==> config.mk <==
export PLATFORM = sky130hd
export DESIGN_NAME = dssw_status_regs
export DESIGN_NICKNAME = d
export VERILOG_FILES = /design/src/logic/dssw_pkg.sv /design/src/logic/dssw_status_regs.sv /design/src/logic/dssw_speed_scaler.sv
export SDC_FILE = /design/constraint.sdc
export NUM_CORES = 1
export LEC_CHECK = 0
export BUFFER_PORTS_ARGS = -buffer_cell sky130_fd_sc_hd__clkbuf_2
export CAP_MARGIN = 20
export CORE_MARGIN = 5
export CORE_UTILIZATION = 58
export DETAILED_ROUTE_END_ITERATION = 10
export PLACE_DENSITY = 0.9
export SYNTH_ARGS = -nofsm -noshare
export SYNTH_HDL_FRONTEND = slang
export SYNTH_HIERARCHICAL = 1
export SYNTH_SLANG_ARGS = --single-unit
==> constraint.sdc <==
create_clock -name clk -period 3.5 [get_ports clk]
set_input_delay 0.175 -clock clk [delete_from_list [all_inputs] [get_ports clk]]
set_output_delay 0.175 -clock clk [all_outputs]
set_load 0.01 [all_outputs]
==> src/logic/dssw_pkg.sv <==
// Shared constants and types of the drive status and speed word block
package dssw_pkg;

   // ****************************************************************
   // Register byte offsets
   // ****************************************************************
   localparam logic [5:0] DSSW_OFS_STATUS = 6'h00;
   localparam logic [5:0] DSSW_OFS_SPEED = 6'h04;
   localparam logic [5:0] DSSW_OFS_RATED_FREQ = 6'h08;
   localparam logic [5:0] DSSW_OFS_RATED_SPEED = 6'h0c;
   localparam logic [5:0] DSSW_OFS_EVENT = 6'h10;
   localparam logic [5:0] DSSW_OFS_MASK = 6'h14;

   // ****************************************************************
   // Status word bit positions
   // ****************************************************************
   localparam int DSSW_ST_RUN_CMD = 1;
   localparam int DSSW_ST_OVERRIDE = 2;
   localparam int DSSW_ST_SECOND_RAMP = 5;
   localparam int DSSW_ST_CONFIG = 6;
   localparam int DSSW_ST_ALARM = 7;
   localparam int DSSW_ST_RUNNING = 8;
   localparam int DSSW_ST_ENABLED = 9;
   localparam int DSSW_ST_FORWARD = 10;
   localparam int DSSW_ST_INCHING = 11;
   localparam int DSSW_ST_REMOTE = 12;
   localparam int DSSW_ST_UNDERVOLT = 13;
   localparam int DSSW_ST_FAULT = 15;
   localparam logic [15:0] DSSW_ST_RESERVED_MASK = 16'h4019;

   // ****************************************************************
   // Event register bit positions
   // ****************************************************************
   localparam int DSSW_EV_FAULT = 0;
   localparam int DSSW_EV_ALARM = 1;
   localparam int DSSW_EV_UNDERVOLT = 2;
   localparam int DSSW_EV_CONFIG = 3;
   localparam int DSSW_EV_RUN_START = 4;
   localparam int DSSW_EV_RUN_STOP = 5;
   localparam int DSSW_EV_DIRECTION = 6;
   localparam int DSSW_EV_REMOTE = 7;
   localparam int DSSW_EV_SPEED = 8;
   localparam int DSSW_EV_W = 9;

   // ****************************************************************
   // Reset values
   // ****************************************************************
   localparam logic [15:0] DSSW_RST_STATUS = 16'h0000;
   localparam logic [15:0] DSSW_RST_SPEED = 16'h0000;
   localparam logic [15:0] DSSW_RST_RATED_FREQ = 16'h0258;
   localparam logic [15:0] DSSW_RST_RATED_SPEED = 16'h06d6;
   localparam logic [8:0] DSSW_RST_EVENT = 9'h000;
   localparam logic [8:0] DSSW_RST_MASK = 9'h000;

   // ****************************************************************
   // Speed scaling constants
   // ****************************************************************
   localparam int DSSW_FRAC_BITS = 13;
   localparam logic [15:0] DSSW_SPEED_UNITY = 16'h2000;
   localparam logic [15:0] DSSW_SPEED_MAX = 16'h7fff;
   localparam logic [15:0] DSSW_SPEED_MIN = 16'h8000;
   localparam logic [4:0] DSSW_DIV_LAST = 5'h1d;

   // ****************************************************************
   // Types
   // ****************************************************************
   // Drive conditions from the surrounding drive logic, same clock
   typedef struct packed {
      logic runCommand;
      logic overrideActive;
      logic secondRamp;
      logic configState;
      logic alarm;
      logic running;
      logic enabled;
      logic forward;
      logic inchingActive;
      logic remote;
      logic undervoltage;
      logic fault;
   } dssw_cond_t;

   // Divider sequencer states
   typedef enum logic [2:0] {
      DSSW_DIV_IDLE = 3'b001,
      DSSW_DIV_RUN = 3'b010,
      DSSW_DIV_DONE = 3'b100
   } dssw_div_state_t;

endpackage : dssw_pkg

==> src/logic/dssw_status_regs.sv <==
// Drive status word and scaled speed word behind an Avalon-MM slave
//
// Functional notes
// One shared status word, read only
// Bit 1 shows run command received
// Bit 2 shows emergency override active
// Bits 0, 3, 4, 14 reserved
// Bit 5 shows second ramp pair
// Bit 6 shows configuration state, no enable
// Bit 7 shows alarm state
// Bit 8 shows running per reference
// Bit 9 shows fully enabled
// Bit 10 shows forward direction
// Bit 11 shows inching active
// Bit 12 shows remote mode
// Bit 13 undervoltage, bit 15 fault
// Speed word is signed 16 bit
// Rated frequency reads as 8192
// Most positive value is four times rated
// Zero speed reads zero
// Scaling uses rated frequency, not speed
// Reserved bits read zero
//
// Local design decisions: the Avalon-MM register port and the register addresses.
`timescale 1ns/1ps
module dssw_status_regs
   import dssw_pkg::*;
#(
   parameter int W = 16
) (
   // Clock and reset
   input wire logic clk,
   input wire logic rst,
   // Avalon-MM slave
   input wire logic [5:0] address,
   input wire logic read,
   input wire logic write,
   input wire logic [31:0] writedata,
   input wire logic [3:0] byteenable,
   output logic [31:0] readdata,
   output logic waitrequest,
   // Drive conditions and present output frequency
   input wire dssw_cond_t cond,
   input wire logic signed [W-1:0] outputFreq,
   // Status outputs
   output logic [15:0] statusWord,
   output logic [W-1:0] scaledSpeed,
   output logic irq
);

   // ****************************************************************
   // Declarations
   // ****************************************************************
   logic ack;
   logic request;
   logic writeTaken;
   logic [W-1:0] ratedFreq;
   logic [W-1:0] ratedSpeed;
   logic [DSSW_EV_W-1:0] eventStatus;
   logic [DSSW_EV_W-1:0] eventMask;
   logic [DSSW_EV_W-1:0] eventSet;
   logic [DSSW_EV_W-1:0] eventClear;
   logic [15:0] next_statusWord;
   logic [15:0] prevStatus;
   logic statusValid;
   logic [W-1:0] scalerSpeed;
   logic scalerDone;
   logic ratedInvalid;
   logic [31:0] next_readdata;

   // ****************************************************************
   // Bus handshake
   // ****************************************************************
   // Every access waits exactly one cycle, then completes
   assign request = read | write;
   assign waitrequest = request & ~ack;
   assign writeTaken = write & ack;

   // Acknowledge toggles high for one cycle per access
   always_ff @(posedge clk or posedge rst) begin
      if (rst) begin
         ack <= 1'b0;
      end else begin
         ack <= request & ~ack;
      end
   end

   // ****************************************************************
   // Byte lane merge
   // ****************************************************************
   // Apply the low two byte enables to a 16-bit register
   function automatic logic [15:0] dssw_merge16(input logic [15:0] old,
                                                input logic [31:0] data,
                                                input logic [3:0] be);
      logic [15:0] result;
      result = old;
      if (be[0]) begin
         result[7:0] = data[7:0];
      end
      if (be[1]) begin
         result[15:8] = data[15:8];
      end
      return result;
   endfunction : dssw_merge16

   // Apply byte enables to a register of event width
   function automatic logic [DSSW_EV_W-1:0] dssw_merge_ev(input logic [DSSW_EV_W-1:0] old,
                                                          input logic [31:0] data,
                                                          input logic [3:0] be);
      logic [15:0] wide;
      wide = dssw_merge16({{(16-DSSW_EV_W){1'b0}}, old}, data, be);
      return wide[DSSW_EV_W-1:0];
   endfunction : dssw_merge_ev

   // ****************************************************************
   // Configuration registers
   // ****************************************************************
   // Rated frequency steers the speed scaler
   always_ff @(posedge clk or posedge rst) begin
      if (rst) begin
         ratedFreq <= DSSW_RST_RATED_FREQ;
      end else if (writeTaken && address == DSSW_OFS_RATED_FREQ) begin
         ratedFreq <= dssw_merge16(ratedFreq, writedata, byteenable);
      end
   end

   // Rated speed is held for software only, never used for scaling
   always_ff @(posedge clk or posedge rst) begin
      if (rst) begin
         ratedSpeed <= DSSW_RST_RATED_SPEED;
      end else if (writeTaken && address == DSSW_OFS_RATED_SPEED) begin
         ratedSpeed <= dssw_merge16(ratedSpeed, writedata, byteenable);
      end
   end

   // Interrupt mask, same layout as the event register
   always_ff @(posedge clk or posedge rst) begin
      if (rst) begin
         eventMask <= DSSW_RST_MASK;
      end else if (writeTaken && address == DSSW_OFS_MASK) begin
         eventMask <= dssw_merge_ev(eventMask, writedata, byteenable);
      end
   end

   // ****************************************************************
   // Logical status word
   // ****************************************************************
   // A zero rated frequency is an incompatible setting
   assign ratedInvalid = (ratedFreq == '0);

   // Assemble the word, reserved bits forced low
   always_comb begin
      next_statusWord = 16'h0000;
      next_statusWord[DSSW_ST_RUN_CMD] = cond.runCommand;
      next_statusWord[DSSW_ST_OVERRIDE] = cond.overrideActive;
      next_statusWord[DSSW_ST_SECOND_RAMP] = cond.secondRamp;
      next_statusWord[DSSW_ST_CONFIG] = cond.configState | ratedInvalid;
      next_statusWord[DSSW_ST_ALARM] = cond.alarm;
      next_statusWord[DSSW_ST_RUNNING] = cond.running;
      // Configuration state blocks the enabled indication
      next_statusWord[DSSW_ST_ENABLED] = cond.enabled & ~(cond.configState | ratedInvalid);
      next_statusWord[DSSW_ST_FORWARD] = cond.forward;
      next_statusWord[DSSW_ST_INCHING] = cond.inchingActive;
      next_statusWord[DSSW_ST_REMOTE] = cond.remote;
      next_statusWord[DSSW_ST_UNDERVOLT] = cond.undervoltage;
      next_statusWord[DSSW_ST_FAULT] = cond.fault;
      next_statusWord = next_statusWord & ~DSSW_ST_RESERVED_MASK;
   end

   // Status word register, refreshed every cycle, no bus write path
   always_ff @(posedge clk or posedge rst) begin
      if (rst) begin
         statusWord <= DSSW_RST_STATUS;
      end else begin
         statusWord <= next_statusWord;
      end
   end

   // Previous word for edge detection, valid after first update
   always_ff @(posedge clk or posedge rst) begin
      if (rst) begin
         prevStatus <= DSSW_RST_STATUS;
         statusValid <= 1'b0;
      end else begin
         prevStatus <= statusWord;
         statusValid <= 1'b1;
      end
   end

   // ****************************************************************
   // Scaled speed word
   // ****************************************************************
   // Sequential divider, new result every 32 cycles
   dssw_speed_scaler #(
      .W(W)
   ) speedScaler (
      .clk(clk),
      .rst(rst),
      .outputFreq(outputFreq),
      .ratedFreq(ratedFreq),
      .scaledSpeed(scalerSpeed),
      .done(scalerDone)
   );

   // Publish each new result
   always_ff @(posedge clk or posedge rst) begin
      if (rst) begin
         scaledSpeed <= DSSW_RST_SPEED;
      end else if (scalerDone) begin
         scaledSpeed <= scalerSpeed;
      end
   end

   // ****************************************************************
   // Events and interrupt
   // ****************************************************************
   // Rising and falling conditions of interest
   always_comb begin
      eventSet = '0;
      if (statusValid) begin
         eventSet[DSSW_EV_FAULT] = statusWord[DSSW_ST_FAULT] & ~prevStatus[DSSW_ST_FAULT];
         eventSet[DSSW_EV_ALARM] = statusWord[DSSW_ST_ALARM] & ~prevStatus[DSSW_ST_ALARM];
         eventSet[DSSW_EV_UNDERVOLT] = statusWord[DSSW_ST_UNDERVOLT]
            & ~prevStatus[DSSW_ST_UNDERVOLT];
         eventSet[DSSW_EV_CONFIG] = statusWord[DSSW_ST_CONFIG] & ~prevStatus[DSSW_ST_CONFIG];
         eventSet[DSSW_EV_RUN_START] = statusWord[DSSW_ST_RUNNING]
            & ~prevStatus[DSSW_ST_RUNNING];
         eventSet[DSSW_EV_RUN_STOP] = ~statusWord[DSSW_ST_RUNNING]
            & prevStatus[DSSW_ST_RUNNING];
         eventSet[DSSW_EV_DIRECTION] = statusWord[DSSW_ST_FORWARD]
            ^ prevStatus[DSSW_ST_FORWARD];
         eventSet[DSSW_EV_REMOTE] = statusWord[DSSW_ST_REMOTE] ^ prevStatus[DSSW_ST_REMOTE];
      end
      eventSet[DSSW_EV_SPEED] = scalerDone & (scalerSpeed != scaledSpeed);
   end

   // Write one to clear
   always_comb begin
      eventClear = '0;
      if (writeTaken && address == DSSW_OFS_EVENT) begin
         eventClear = dssw_merge_ev('0, writedata, byteenable);
      end
   end

   // Sticky events, a new event wins over a clear
   always_ff @(posedge clk or posedge rst) begin
      if (rst) begin
         eventStatus <= DSSW_RST_EVENT;
      end else begin
         eventStatus <= (eventStatus & ~eventClear) | eventSet;
      end
   end

   // Level interrupt while any unmasked event is pending
   always_ff @(posedge clk or posedge rst) begin
      if (rst) begin
         irq <= 1'b0;
      end else begin
         irq <= |(((eventStatus & ~eventClear) | eventSet) & eventMask);
      end
   end

   // ****************************************************************
   // Read path
   // ****************************************************************
   // Select the addressed register, unmapped reads return zero
   always_comb begin
      next_readdata = 32'h0000_0000;
      case (address)
         DSSW_OFS_STATUS: begin
            next_readdata = {16'h0000, statusWord};
         end
         DSSW_OFS_SPEED: begin
            next_readdata = {16'h0000, scaledSpeed};
         end
         DSSW_OFS_RATED_FREQ: begin
            next_readdata = {16'h0000, ratedFreq};
         end
         DSSW_OFS_RATED_SPEED: begin
            next_readdata = {16'h0000, ratedSpeed};
         end
         DSSW_OFS_EVENT: begin
            next_readdata = {{(32-DSSW_EV_W){1'b0}}, eventStatus};
         end
         DSSW_OFS_MASK: begin
            next_readdata = {{(32-DSSW_EV_W){1'b0}}, eventMask};
         end
         default: begin
            next_readdata = 32'h0000_0000;
         end
      endcase
   end

   // Capture read data in the wait cycle, hold otherwise
   always_ff @(posedge clk or posedge rst) begin
      if (rst) begin
         readdata <= 32'h0000_0000;
      end else if (read && !ack) begin
         readdata <= next_readdata;
      end
   end

endmodule : dssw_status_regs

==> src/logic/dssw_speed_scaler.sv <==
// Signed speed scaler: frequency times 8192 over rated frequency, saturated
`timescale 1ns/1ps
module dssw_speed_scaler
   import dssw_pkg::*;
#(
   parameter int W = 16
) (
   // Clock and reset
   input wire logic clk,
   input wire logic rst,
   // Operands
   input wire logic signed [W-1:0] outputFreq,
   input wire logic [W-1:0] ratedFreq,
   // Result
   output logic [W-1:0] scaledSpeed,
   output logic done
);

   dssw_div_state_t state;
   logic [W+DSSW_FRAC_BITS:0] quo;
   logic [W:0] rem;
   logic [W-1:0] divisor;
   logic [4:0] step;
   logic neg;
   logic zeroIn;
   logic [W:0] magIn;
   logic [W:0] shifted;
   logic [W:0] diff;

   // Magnitude of the input and one restoring step
   always_comb begin
      magIn = outputFreq[W-1] ? ((W+1)'(0) - {outputFreq[W-1], outputFreq}) : {1'b0, outputFreq};
      shifted = {rem[W-1:0], quo[W+DSSW_FRAC_BITS]};
      diff = shifted - {1'b0, divisor};
   end

   // Sequencer: capture, divide, publish, repeat
   always_ff @(posedge clk or posedge rst) begin
      if (rst) begin
         state <= DSSW_DIV_IDLE;
         quo <= '0;
         rem <= '0;
         divisor <= '0;
         step <= 5'h00;
         neg <= 1'b0;
         zeroIn <= 1'b1;
      end else begin
         case (state)
            DSSW_DIV_IDLE: begin
               quo <= {magIn, {DSSW_FRAC_BITS{1'b0}}};
               rem <= '0;
               divisor <= ratedFreq;
               neg <= outputFreq[W-1];
               zeroIn <= (magIn == '0);
               step <= 5'h00;
               state <= DSSW_DIV_RUN;
            end
            DSSW_DIV_RUN: begin
               if (shifted >= {1'b0, divisor}) begin
                  rem <= diff;
                  quo <= {quo[W+DSSW_FRAC_BITS-1:0], 1'b1};
               end else begin
                  rem <= shifted;
                  quo <= {quo[W+DSSW_FRAC_BITS-1:0], 1'b0};
               end
               step <= step + 5'h01;
               if (step == DSSW_DIV_LAST) begin
                  state <= DSSW_DIV_DONE;
               end
            end
            DSSW_DIV_DONE: begin
               state <= DSSW_DIV_IDLE;
            end
            default: begin
               state <= DSSW_DIV_IDLE;
            end
         endcase
      end
   end

   // Saturate and sign the quotient
   always_ff @(posedge clk or posedge rst) begin
      if (rst) begin
         scaledSpeed <= DSSW_RST_SPEED;
         done <= 1'b0;
      end else begin
         done <= (state == DSSW_DIV_DONE);
         if (state == DSSW_DIV_DONE) begin
            if (zeroIn) begin
               scaledSpeed <= '0;
            end else if (divisor == '0) begin
               scaledSpeed <= neg ? DSSW_SPEED_MIN : DSSW_SPEED_MAX;
            end else if (neg) begin
               scaledSpeed <= (quo > {{(W+DSSW_FRAC_BITS-W+1){1'b0}}, DSSW_SPEED_MIN})
                  ? DSSW_SPEED_MIN : (W'(0) - quo[W-1:0]);
            end else begin
               scaledSpeed <= (quo > {{(W+DSSW_FRAC_BITS-W+1){1'b0}}, DSSW_SPEED_MAX})
                  ? DSSW_SPEED_MAX : quo[W-1:0];
            end
         end
      end
   end

endmodule : dssw_speed_scaler

==> qor.txt, run 1 <==
Synth top cells by count -> 180 x dfrtp_1, 102 x nand2_1, 70 x mux2_2, 59 x o21ai_0, 37 x xor2_1
GRT overflow -> 0
Crit end category -> flop
Post-synthesis cell count -> 952
First-pass GRT wire length -> 40.0 mm
Unique masters post-synth -> 73
Primary FF master, synth -> dfrtp_1
Fin. max-slew vios -> 0
Synth Area in Adders -> 2.71%
Via-per-instance ratio -> 6.11
# IOs -> 140
Hold-critical path depth -> 3
Fin Setup TNS -> 0 ps
CTS tree -> built
Final core utilization -> 66.0%
Antenna cell count -> 0
Post-route cell area -> 0.0113 mm²
Multiplexer share of the synthesized area -> 9.51%
CP Launch Type -> flop
Share of layout cells above drive strength 1 -> 23.0%
Yosys top cell by area -> dfrtp_1
Post-synthesis compound-gate area fraction -> 16.5%
Synth area leaders -> dfrtp_1 45%, mux2_2 7.9%, nand2_1 3.8%, dfstp_2 3.4%, xor2_1 3.2%
Largest net degree at the start of global routing -> 54
Worst setup path class -> reg2reg
EDFF count, synth -> 0
Main combinational cell family by area after synthesis -> compound AO/OA/AOI/OAI gates
Final Cycle Share -> 82.6%
Simple-Gate Fraction of Synth Area -> 13.3%
Syn Area/Cell -> 10.5 µm²
Buffers on Ports -> 101
Worst IR Drop VDD -> 0.000361 V
Fin crit period -> 2890 ps
Num CTS Buffers -> 17
GRT Total Usage -> 25.3%
Worst-case clock buffer depth -> 2
Post-CTS Resized -> 0
Yosys reg bits -> 193
Setup Buffers After CTS -> 0
Total power -> 6380 µW
Count leader, synth -> dfrtp_1
DR iter-0 viols -> 746
CTS root buf -> clkbuf_16
Initial antenna violation count -> 0
Clock Sinks -> 193
Die area -> 0.0199 mm²
Hpwl dp -> 17.9 mm
Arr. time, crit path -> 3230 ps
Drt total wl -> 24.9 mm
Critical path peak fanout -> 12
Clock slew at reported path FFs -> 60 ps
Syn. warnings -> 6
Worst slew margin -> 43.9%
Die Height -> 141 µm
Mapped cell area -> 0.00998 mm²
GP Congestion -> 0.943
Chip Width -> 141 µm
Seq/Total Area, Yosys -> 48.5%
CORE AREA -> 0.0171 mm²
FP Rows -> 48
DR vias -> 7861
H-tree Lvls -> 4
Fmax -> 346 MHz
Synthesis-to-finish area growth -> 13.1%
RSZ-0062 raised after global routing -> no
Status -> finished clean
Number of global-route vias before repair -> 7559
Worst Tran Pin Value -> 839 ps
Worst hold path type -> in2reg
MaxCap Viol Count -> 0
Final #Nets -> 1143
R2R cell count -> 10
Yosys top cell area share -> 45.1%
DRT Pass-1 Iters -> 7
Routed Antenna Nets -> 0
Initial Utilization -> 58.3%
Residual DRC count -> 0
Final Skew -> 6.32 ps
Leak -> 0.00510 µW
Worst EP required -> 3840 ps
R2R Setup Slk -> 610 ps
PD cells -> 565 mW/mm²
Final Hold Viols -> 0
XOR/XNOR Fraction of Synth Area -> 4.47%
Placed instance area -> 0.0106 mm²
Final setup fails -> 0
Ys async rst share -> 100%
DR WL/cell -> 19.4 µm
Worst-Skew Late Latency -> 430 ps
==> timing repair <==
action / CTS / global route
hold buffers: 12 / 0
hold endpoints to repair: 68 / 0
endpoints found under the setup margin: 0 / 0
==> area by class of cell <==
cell class	count	area (µm²)
clock buffers	26	479
clock inverters	6	82.6
fillers	1275	5820
inverters	35	135
multi-input cells	676	4740
flip-flops and latches	193	4850
well taps	225	282
repair buffers	125	728
==> worst paths after layout <==
check	start	end
max	speedScaler/divisor[6]$_DFFE_PP0N_	speedScaler/rem[1]$_DFFE_PP0N_
min	read	ack$_DFF_PP0_
max reg2reg	speedScaler/divisor[6]$_DFFE_PP0N_	speedScaler/rem[1]$_DFFE_PP0N_
min reg2reg	statusWord[7]$_DFF_PP0_	prevStatus[7]$_DFF_PP0_
max in group asynchronous	rst	scaledSpeed[1]$_DFFE_PP0P_
min in group asynchronous	rst	speedScaler/rem[2]$_DFFE_PP0N_
==> critical path, stage by stage, from the launching register on <==
cell and delay, ps:
dfrtp_1 390, inv_1 120, ha_1 310, a21oi_1 230, nand2_1 70, o21ai_1 290
a31oi_1 150, a2111oi_2 410, buf_4 320, mux2_1 360, o21ai_1 140
==> cell usage in the layout (no fill, tap or decap), drive strengths merged, types with 16 or more instances in the layout <==
master    n
a22oi    28
nor2     35
conb     21
dfrtp   180
a21oi    25
inv      34
clkbuf  127
nor4     16
xor2     37
o21ai    83
ha       20
a22o     27
nand3    17
nand2   104
mux2     71
==> per-layer routing <==
metal	share of wire (%)	GRT usage (%)
met1	41	34.2
met5	0	0
met2	48	40.4
met3	7.6	5.16
met4	3.5	9.48
==> cell families (layout without fill, tap and decap cells) <==
logic type / after synthesis / after routing
buf+inv: 102 / 192
simple gates: 255 / 255
fa+ha+maj: 21 / 21
xor+xnor: 51 / 51
other cells: 2 / 21
flops: 193 / 193
mux: 86 / 86
compound gates: 242 / 242
==> power breakdown <==
group	total (µW)	switching (µW)	internal, µW
Combinational	1690	908	782
Sequential	2820	312	2500
Clock	1870	783	1090
Total	6380	2000	4370
==> flip-flops by register name, indices dropped and copies added (netlist names), 3 cells and up <==
signal                   count
speedScaler/quo             30
ratedFreq                   16
ratedSpeed                  16
readdata                    16
scaledSpeed                 16
speedScaler/divisor         16
speedScaler/rem             16
speedScaler/scaledSpeed     16
statusWord                  12
eventMask                    9
eventStatus                  9
prevStatus                   7
speedScaler/step             5
speedScaler/state            3
==> through the flow <==
| step | hold WS, ps | setup WS, ps | instances |
|---|---|---|---|
| global route | 23.7 | 433 | 1286 |
| detailed placement | 152 | 675 | 1241 |
| CTS | 7.90 | 645 | 1285 |
| floorplan | 206 | 611 | 971 |
| finish | 23.9 | 609 | 1286 |
| global placement | 157 | 796 | 1241 |
Power figures use the tool's default switching activity.
==> run 2: changes to the inputs <==
- ABC_AREA: default -> 1
- CORE_UTILIZATION: 58 -> 53
- PLACE_DENSITY: 0.9 -> 0.86
- clock period: 3.5 -> 2.5 ns (I/O delays scaled with it)
==> qor.txt, run 2 <==
PD cells -> 780 mW/mm² (+38%)
Primary FF master, synth -> dfrtp_1
Slowest CP cell -> dfrtp_1
Synth top cells by count -> 473 x nand2_1, 180 x dfrtp_1, 156 x inv_1, 82 x nor2_1, 73 x o21ai_0
Yosys reg bits -> 193 (unchanged)
Worst hold path type -> in2reg
EDFF count, synth -> 0 (unchanged)
DR WL/cell -> 15.6 µm (-20%)
Post-synthesis cell count -> 1408 (+48%)
Final Skew -> 12.7 ps (+6.38 ps)
Cell chain of the critical path -> inv_1, ha_1, a21oi_1, nand2_1, a21oi_2, nand2_2, nand2_4, nand2_8, nand2_1, nand2_1, nand2_1, nand2_1
Clock slew at reported path FFs -> 80 ps (+20 ps)
Routed Antenna Nets -> 0 (unchanged)
Setup Buffers After CTS -> 0 (unchanged)
Synth area leaders -> dfrtp_1 41%, nand2_1 16%, inv_1 5.4%, o21ai_0 3.3%, dfstp_2 3.1%
Die Height -> 154 µm (+8.7%)
Worst setup path class -> reg2reg
GRT Total Usage -> 24.3% (-0.99 points)
Status -> finished clean
CP Launch Type -> flop
Worst-Skew Late Latency -> 440 ps (about the same)
DR vias -> 9861 (+25%)
# IOs -> 140 (unchanged)
Critical path peak fanout -> 17 (+5)
Clock Sinks -> 193 (unchanged)
Worst-case clock buffer depth -> 2 (unchanged)
Commonest non-fill, non-tap cell in the layout -> nand2_1
Die area -> 0.0236 mm² (+18%)
Top reg by flops -> speedScaler/quo
Via-per-instance ratio -> 5.45 (-11%)
Num CTS Buffers -> 17 (unchanged)
Post-CTS Resized -> 0 (unchanged)
Syn. warnings -> 6 (unchanged)
First-pass GRT wire length -> 47.4 mm (+18%)
Final Cycle Share -> 88.8% (+6.2 points)
Initial Utilization -> 53.9% (-4.4 points)
Count leader, synth -> nand2_1
CTS tree -> built
GP Congestion -> 0.937 (-0.58%)
Unique masters post-synth -> 53 (-27%)
Synthesis-to-finish area growth -> 13.8%
RSZ-0062 raised after global routing -> no
Chip Width -> 154 µm (+8.7%)
Number of global-route vias before repair -> 9667 (+28%)
FP Rows -> 52 (+8.3%)
Yosys top cell by area -> dfrtp_1
Fin. max-slew vios -> 0 (unchanged)
Final Hold Viols -> 0 (unchanged)
Worst slew margin -> 62.6% (+19 points)
Largest register FFs -> 30 (unchanged)
Worst Tran Pin Value -> 561 ps (-278 ps)
Largest net degree at the start of global routing -> 105 (+94%)
Final core utilization -> 61.4% (-4.6 points)
Worst EP required -> 2830 ps (-1010 ps)
CP dominant cell by count -> nand2_1
DR iter-0 viols -> 830 (+11%)
Syn Area/Cell -> 7.75 µm² (-26%)
Yosys top cell area share -> 41.3% (-3.8 points)
H-tree Lvls -> 4 (unchanged)
Buffers on Ports -> 101 (unchanged)
Antenna cell count -> 0 (unchanged)
CORE AREA -> 0.0202 mm² (+18%)
Cts hold-fix bufs -> 26 (+14)
Arr. time, crit path -> 2550 ps (-680 ps)
Fin Setup TNS -> 0 ps (unchanged)
CTS root buf -> clkbuf_16
Ys async rst share -> 100% (unchanged)
GRT overflow -> 0 (unchanged)
Crit-path max cell delay -> 370 ps (-40 ps)
Leak -> 0.00629 µW (+23%)
Worst IR Drop VDD -> 0.000485 V (+35%)
Residual DRC count -> 0 (unchanged)
Final setup fails -> 0 (unchanged)
DRT Pass-1 Iters -> 5 (-2)
Fmax -> 451 MHz (+30%)
Initial antenna violation count -> 0 (unchanged)
Fin crit period -> 2220 ps (-671 ps)
Final #Nets -> 1622 (+42%)
Most frequent cells in the layout -> 473 x nand2_1, 180 x dfrtp_1, 154 x inv_1
Mapped cell area -> 0.0109 mm² (+9.3%)
Share of layout cells above drive strength 1 -> 16.9% (-6.1 points)
Crit end category -> flop
Seq/Total Area, Yosys -> 44.4% (-4.1 points)
MaxCap Viol Count -> 0 (unchanged)
Hpwl dp -> 20.0 mm (+12%)
Drt total wl -> 28.3 mm (+13%)
-- run 2: changes by cell type in the layout (fill, tap and decap cells not counted), moves of 14 or more --
cell and change:
a22o_1 -27, inv_1 +121, o21ai_0 +14, o21ai_2 +17, nand3_1 +46, nor2_1 +48
nand3b_1 +18, mux2i_1 -14, nand2_1 +371, o221ai_1 +15, xor2_1 -20, dlygate4sd3_1 +14
mux2_2 -70, nand2_2 +26
-- run 2: worst paths after layout --
kind	cells after the start	start	slack, ps	endpoint
setup / recovery	12	speedScaler/divisor[8]$_DFFE_PP0N_	280	speedScaler/rem[15]$_DFFE_PP0N_
hold / removal	3	writedata[7]	20	ratedSpeed[7]$_DFFE_PP1P_
setup reg to reg	12	speedScaler/divisor[8]$_DFFE_PP0N_	280	speedScaler/rem[15]$_DFFE_PP0N_
hold reg to reg	0	statusWord[6]$_DFF_PP0_	460	prevStatus[6]$_DFF_PP0_
max in group asynchronous	4	rst	1460	speedScaler/state[0]$_DFFE_PP1P_
min in group asynchronous	3	rst	330	speedScaler/neg$_DFFE_PP0N_
-- run 2: layer usage --
metal | vias up | wire length (µm) | track usage, %
met4 | 0 | 1210 | 11.4
met3 | 77 | 1630 | 4.24
met1 | 4685 | 11700 | 31.3
li1 | 4733 | - | -
met5 | - | 0 | 0
met2 | 366 | 13700 | 40.0
-- run 2: through the flow --
stage	worst slack, ps	hold WS, ps	power (µW)	instance area (µm²)	cells
floorplan	71.4	156	6210	11000	1427
detailed placement	328	228	6840	11600	1752
global route	95.0	14.3	10300	12400	1810
CTS	291	12.7	9680	12400	1810
global placement	353	217	6770	11600	1752
finish	280	23.7	9690	12400	1810
-- run 2: layout make-up --
type | instances | area (µm²)
Clock inverter | 15 | 183
Fill cell | 1690 | 7810
Inverter | 171 | 649
Sequential cell | 193 | 4850
Tap cell | 270 | 338
Timing Repair Buffer | 139 | 881
Multi-Input combinational cell | 1005 | 5100
Clock buffer | 17 | 425
-- run 2: cell families after synthesis --
kind of cell | count (synthesis) | share of synthesized area [%]
adders and majority gates | 21 | 2.48
other | 2 | 0.0688
muxes | 1 | 0.0917
AOI/OAI and AO/OA | 203 | 11.5
xor gates and xnor gates | 23 | 1.85
DFF | 193 | 44.4
and+or+nand+nor | 736 | 30.1
buffers and inverters | 229 | 9.53
-- run 2: critical path, delay by kind of cell, from the launching register on --
family          cells  cell delay [ps]
simple gates        8              940
buf+inv             1              130
flops               1              370
fa+ha+maj           1              300
compound gates      2              380
-- run 2: power breakdown --
group	leakage (µW)	switching (µW)	internal, µW
Sequential	0.00233	310	3500
Combinational	0.00366	1880	1180
Clock	0.000300	1370	1450
==> run 3: changes to the inputs <==
- CELL_PAD_IN_SITES_DETAIL_PLACEMENT: default -> 1
- CELL_PAD_IN_SITES_GLOBAL_PLACEMENT: default -> 2
- CORE_UTILIZATION: 53 -> 31
==> qor.txt, run 3 (synthesis gave the netlist of run 2 again) <==
R2R cell count -> 14 (+2)
Largest register FFs -> 30 (unchanged)
Hpwl dp -> 24.6 mm (+23%)
Crit path buf inv count -> 2 (+1)
Fin crit period -> 2180 ps (-37.5 ps)
# IOs -> 140 (unchanged)
Worst-case clock buffer depth -> 2 (unchanged)
Hold-critical path depth -> 3 (unchanged)
Die Height -> 198 µm (+29%)
Final Cycle Share -> 87.3% (-1.5 points)
Placed instance area -> 0.0118 mm² (+2.4%)
Final #Nets -> 1629 (+0.43%)
GRT overflow -> 0 (unchanged)
Commonest non-fill, non-tap cell in the layout -> nand2_1
PD cells -> 768 mW/mm² (-1.6%)
Top delay family on crit path -> simple AND/OR/NAND/NOR gates
H-tree Lvls -> 4 (unchanged)
Fin cells -> 2002 (+11%)
MaxCap Viol Count -> 0 (unchanged)
Synthesis-to-finish area growth -> 16.4%
Die area -> 0.0391 mm² (+66%)
Worst IR Drop VDD -> 0.000445 V (-8.3%)
Via-per-instance ratio -> 4.76 (-13%)
Routed Antenna Nets -> 0 (unchanged)
Final Hold Viols -> 1 (+1)
Critical path depth in cells -> 14 (+2)
Worst Tran Pin Value -> 863 ps (+301 ps)
Final Skew -> 16.7 ps (+3.96 ps)
GRT Total Usage -> 16.7% (-7.6 points)
R2R Setup Slk -> 320 ps (+40 ps)
Fin. max-slew vios -> 0 (unchanged)
Fmax -> 458 MHz (+1.7%)
Chip Width -> 198 µm (+29%)
DR WL/cell -> 16.2 µm (+4.1%)
Largest net degree at the start of global routing -> 105 (unchanged)
Leak -> 0.00632 µW (+0.48%)
RSZ-0062 raised after global routing -> no
Most frequent cells in the layout -> 473 x nand2_1, 180 x dfrtp_1, 154 x inv_1
Initial Utilization -> 31.5% (-22 points)
Cell chain of the critical path -> inv_1, ha_1, nand2_2, inv_1, nand2_1, nand2_1, a21oi_2, nand2_2, nand2_4, nand2_8, nand2_1, nand2_1, nand2_1, nand2_1
Post-route cell area -> 0.0127 mm² (+2.3%)
DR vias -> 9533 (-3.3%)
Buffers on Ports -> 101 (unchanged)
CTS root buf -> clkbuf_16
Status -> finished with violations
CP dominant cell by count -> nand2_1
Crit-path max cell delay -> 360 ps (about the same)
Number of global-route vias before repair -> 9921 (+2.6%)
Critical path peak fanout -> 14 (-3)
Worst EP required -> 2830 ps (about the same)
Clock Sinks -> 193 (unchanged)
Worst slew margin -> 42.5% (-20 points)
Num CTS Buffers -> 17 (unchanged)
DRT Pass-1 Iters -> 4 (-1)
GP Congestion -> 0.847 (-9.6%)
First-pass GRT wire length -> 52.7 mm (+11%)
Slowest CP cell -> dfrtp_1
Final setup fails -> 0 (unchanged)
CORE AREA -> 0.0346 mm² (+71%)
FP Rows -> 68 (+31%)
Post-CTS Resized -> 0 (unchanged)
Antenna cell count -> 0 (unchanged)
CTS tree -> built
Crit end category -> flop
Failing checks -> negative hold slack
Top reg by flops -> speedScaler/quo
Placed Cells -> 1942 (+11%)
Fin Setup TNS -> 0 ps (unchanged)
Worst setup path class -> reg2reg
Residual DRC count -> 0 (unchanged)
Worst-Skew Late Latency -> 450 ps (about the same)
Drt total wl -> 32.5 mm (+15%)
Share of layout cells above drive strength 1 -> 17.1% (+0.25 points)
DR iter-0 viols -> 354 (-57%)
CP Launch Type -> flop
Clock slew at reported path FFs -> 80 ps (about the same)
Smallest hold slack -> -0.845 ps (-24.5 ps)
Arr. time, crit path -> 2510 ps (-40 ps)
Worst hold path type -> in2reg
Initial antenna violation count -> 0 (unchanged)
==> run 3: cell types whose count changed in the layout (fill, tap and decap cells not counted) <==
| cell | previous run | this run |
|---|---|---|
| inv_8 | 6 | 3 |
| nor3_2 | 5 | 4 |
| clkinv_4 | 1 | 2 |
| nor3_4 | 0 | 1 |
| clkinv_2 | 1 | 3 |
| dlygate4sd3_1 | 26 | 28 |
| buf_4 | 10 | 15 |
==> run 3: layout make-up <==
class | count | area (µm²)
clock buffer | 17 | 425
clock inverter | 15 | 168
fill | 4272 | 21900
inverter | 171 | 649
multi-input combinational | 1005 | 5110
sequential | 193 | 4850
tap | 455 | 569
timing repair buffer | 146 | 938
==> run 3: power by group <==
group	switching (µW)	total [µW]	internal, µW	leakage (µW)
Combinational	1930	3130	1200	0.00370
Sequential	319	3820	3500	0.00233
Clock	1370	2800	1430	0.000294
Total	3620	9750	6140	0.00632
==> run 3: worst paths after layout <==
path | start | endpoint
setup / recovery | speedScaler/divisor[7]$_DFFE_PP0N_ | speedScaler/rem[14]$_DFFE_PP0N_
hold / removal | writedata[15] | ratedSpeed[15]$_DFFE_PP0P_
setup reg to reg | speedScaler/divisor[7]$_DFFE_PP0N_ | speedScaler/rem[14]$_DFFE_PP0N_
hold reg to reg | statusWord[6]$_DFF_PP0_ | prevStatus[6]$_DFF_PP0_
max in group asynchronous | rst | speedScaler/state[0]$_DFFE_PP1P_
min in group asynchronous | rst | speedScaler/quo[23]$_DFFE_PP0N_
==> run 3: worst reg2reg max path: stages, from the launching register on <==
cell and delay, ps:
dfrtp_1 360, inv_1 150, ha_1 340, nand2_2 140, inv_1 50, nand2_1 60, nand2_1 80, a21oi_2 170
nand2_2 90, nand2_4 170, nand2_8 140, nand2_1 170, nand2_1 70, nand2_1 60, nand2_1 50
==> run 3: metal layers <==
metal,vias up,global-route usage (%),wire (µm)
met5,-,0,0
met4,0,3.80,327
met3,16,2.01,804
met2,116,28.9,16200
met1,4656,22.3,15200
li1,4745,-,-
==> run 3: stage by stage <==
step / setup slack, ps / utilization [%] / power, µW
6_report: 318 / 36.7 / 9750
5_1_grt: 100 / 36.7 / 10400
4_1_cts: 306 / 36.7 / 9870
3_5_place_dp: 317 / 34.2 / 7000
3_3_place_gp: 371 / 34.2 / 6910
2_1_floorplan: 71.4 / - / 6210
==> run 3: timing repair <==
action / CTS / global route
hold buffers: 28 / 0
hold endpoints to repair: 169 / 0
setup buffers: 0 / 0
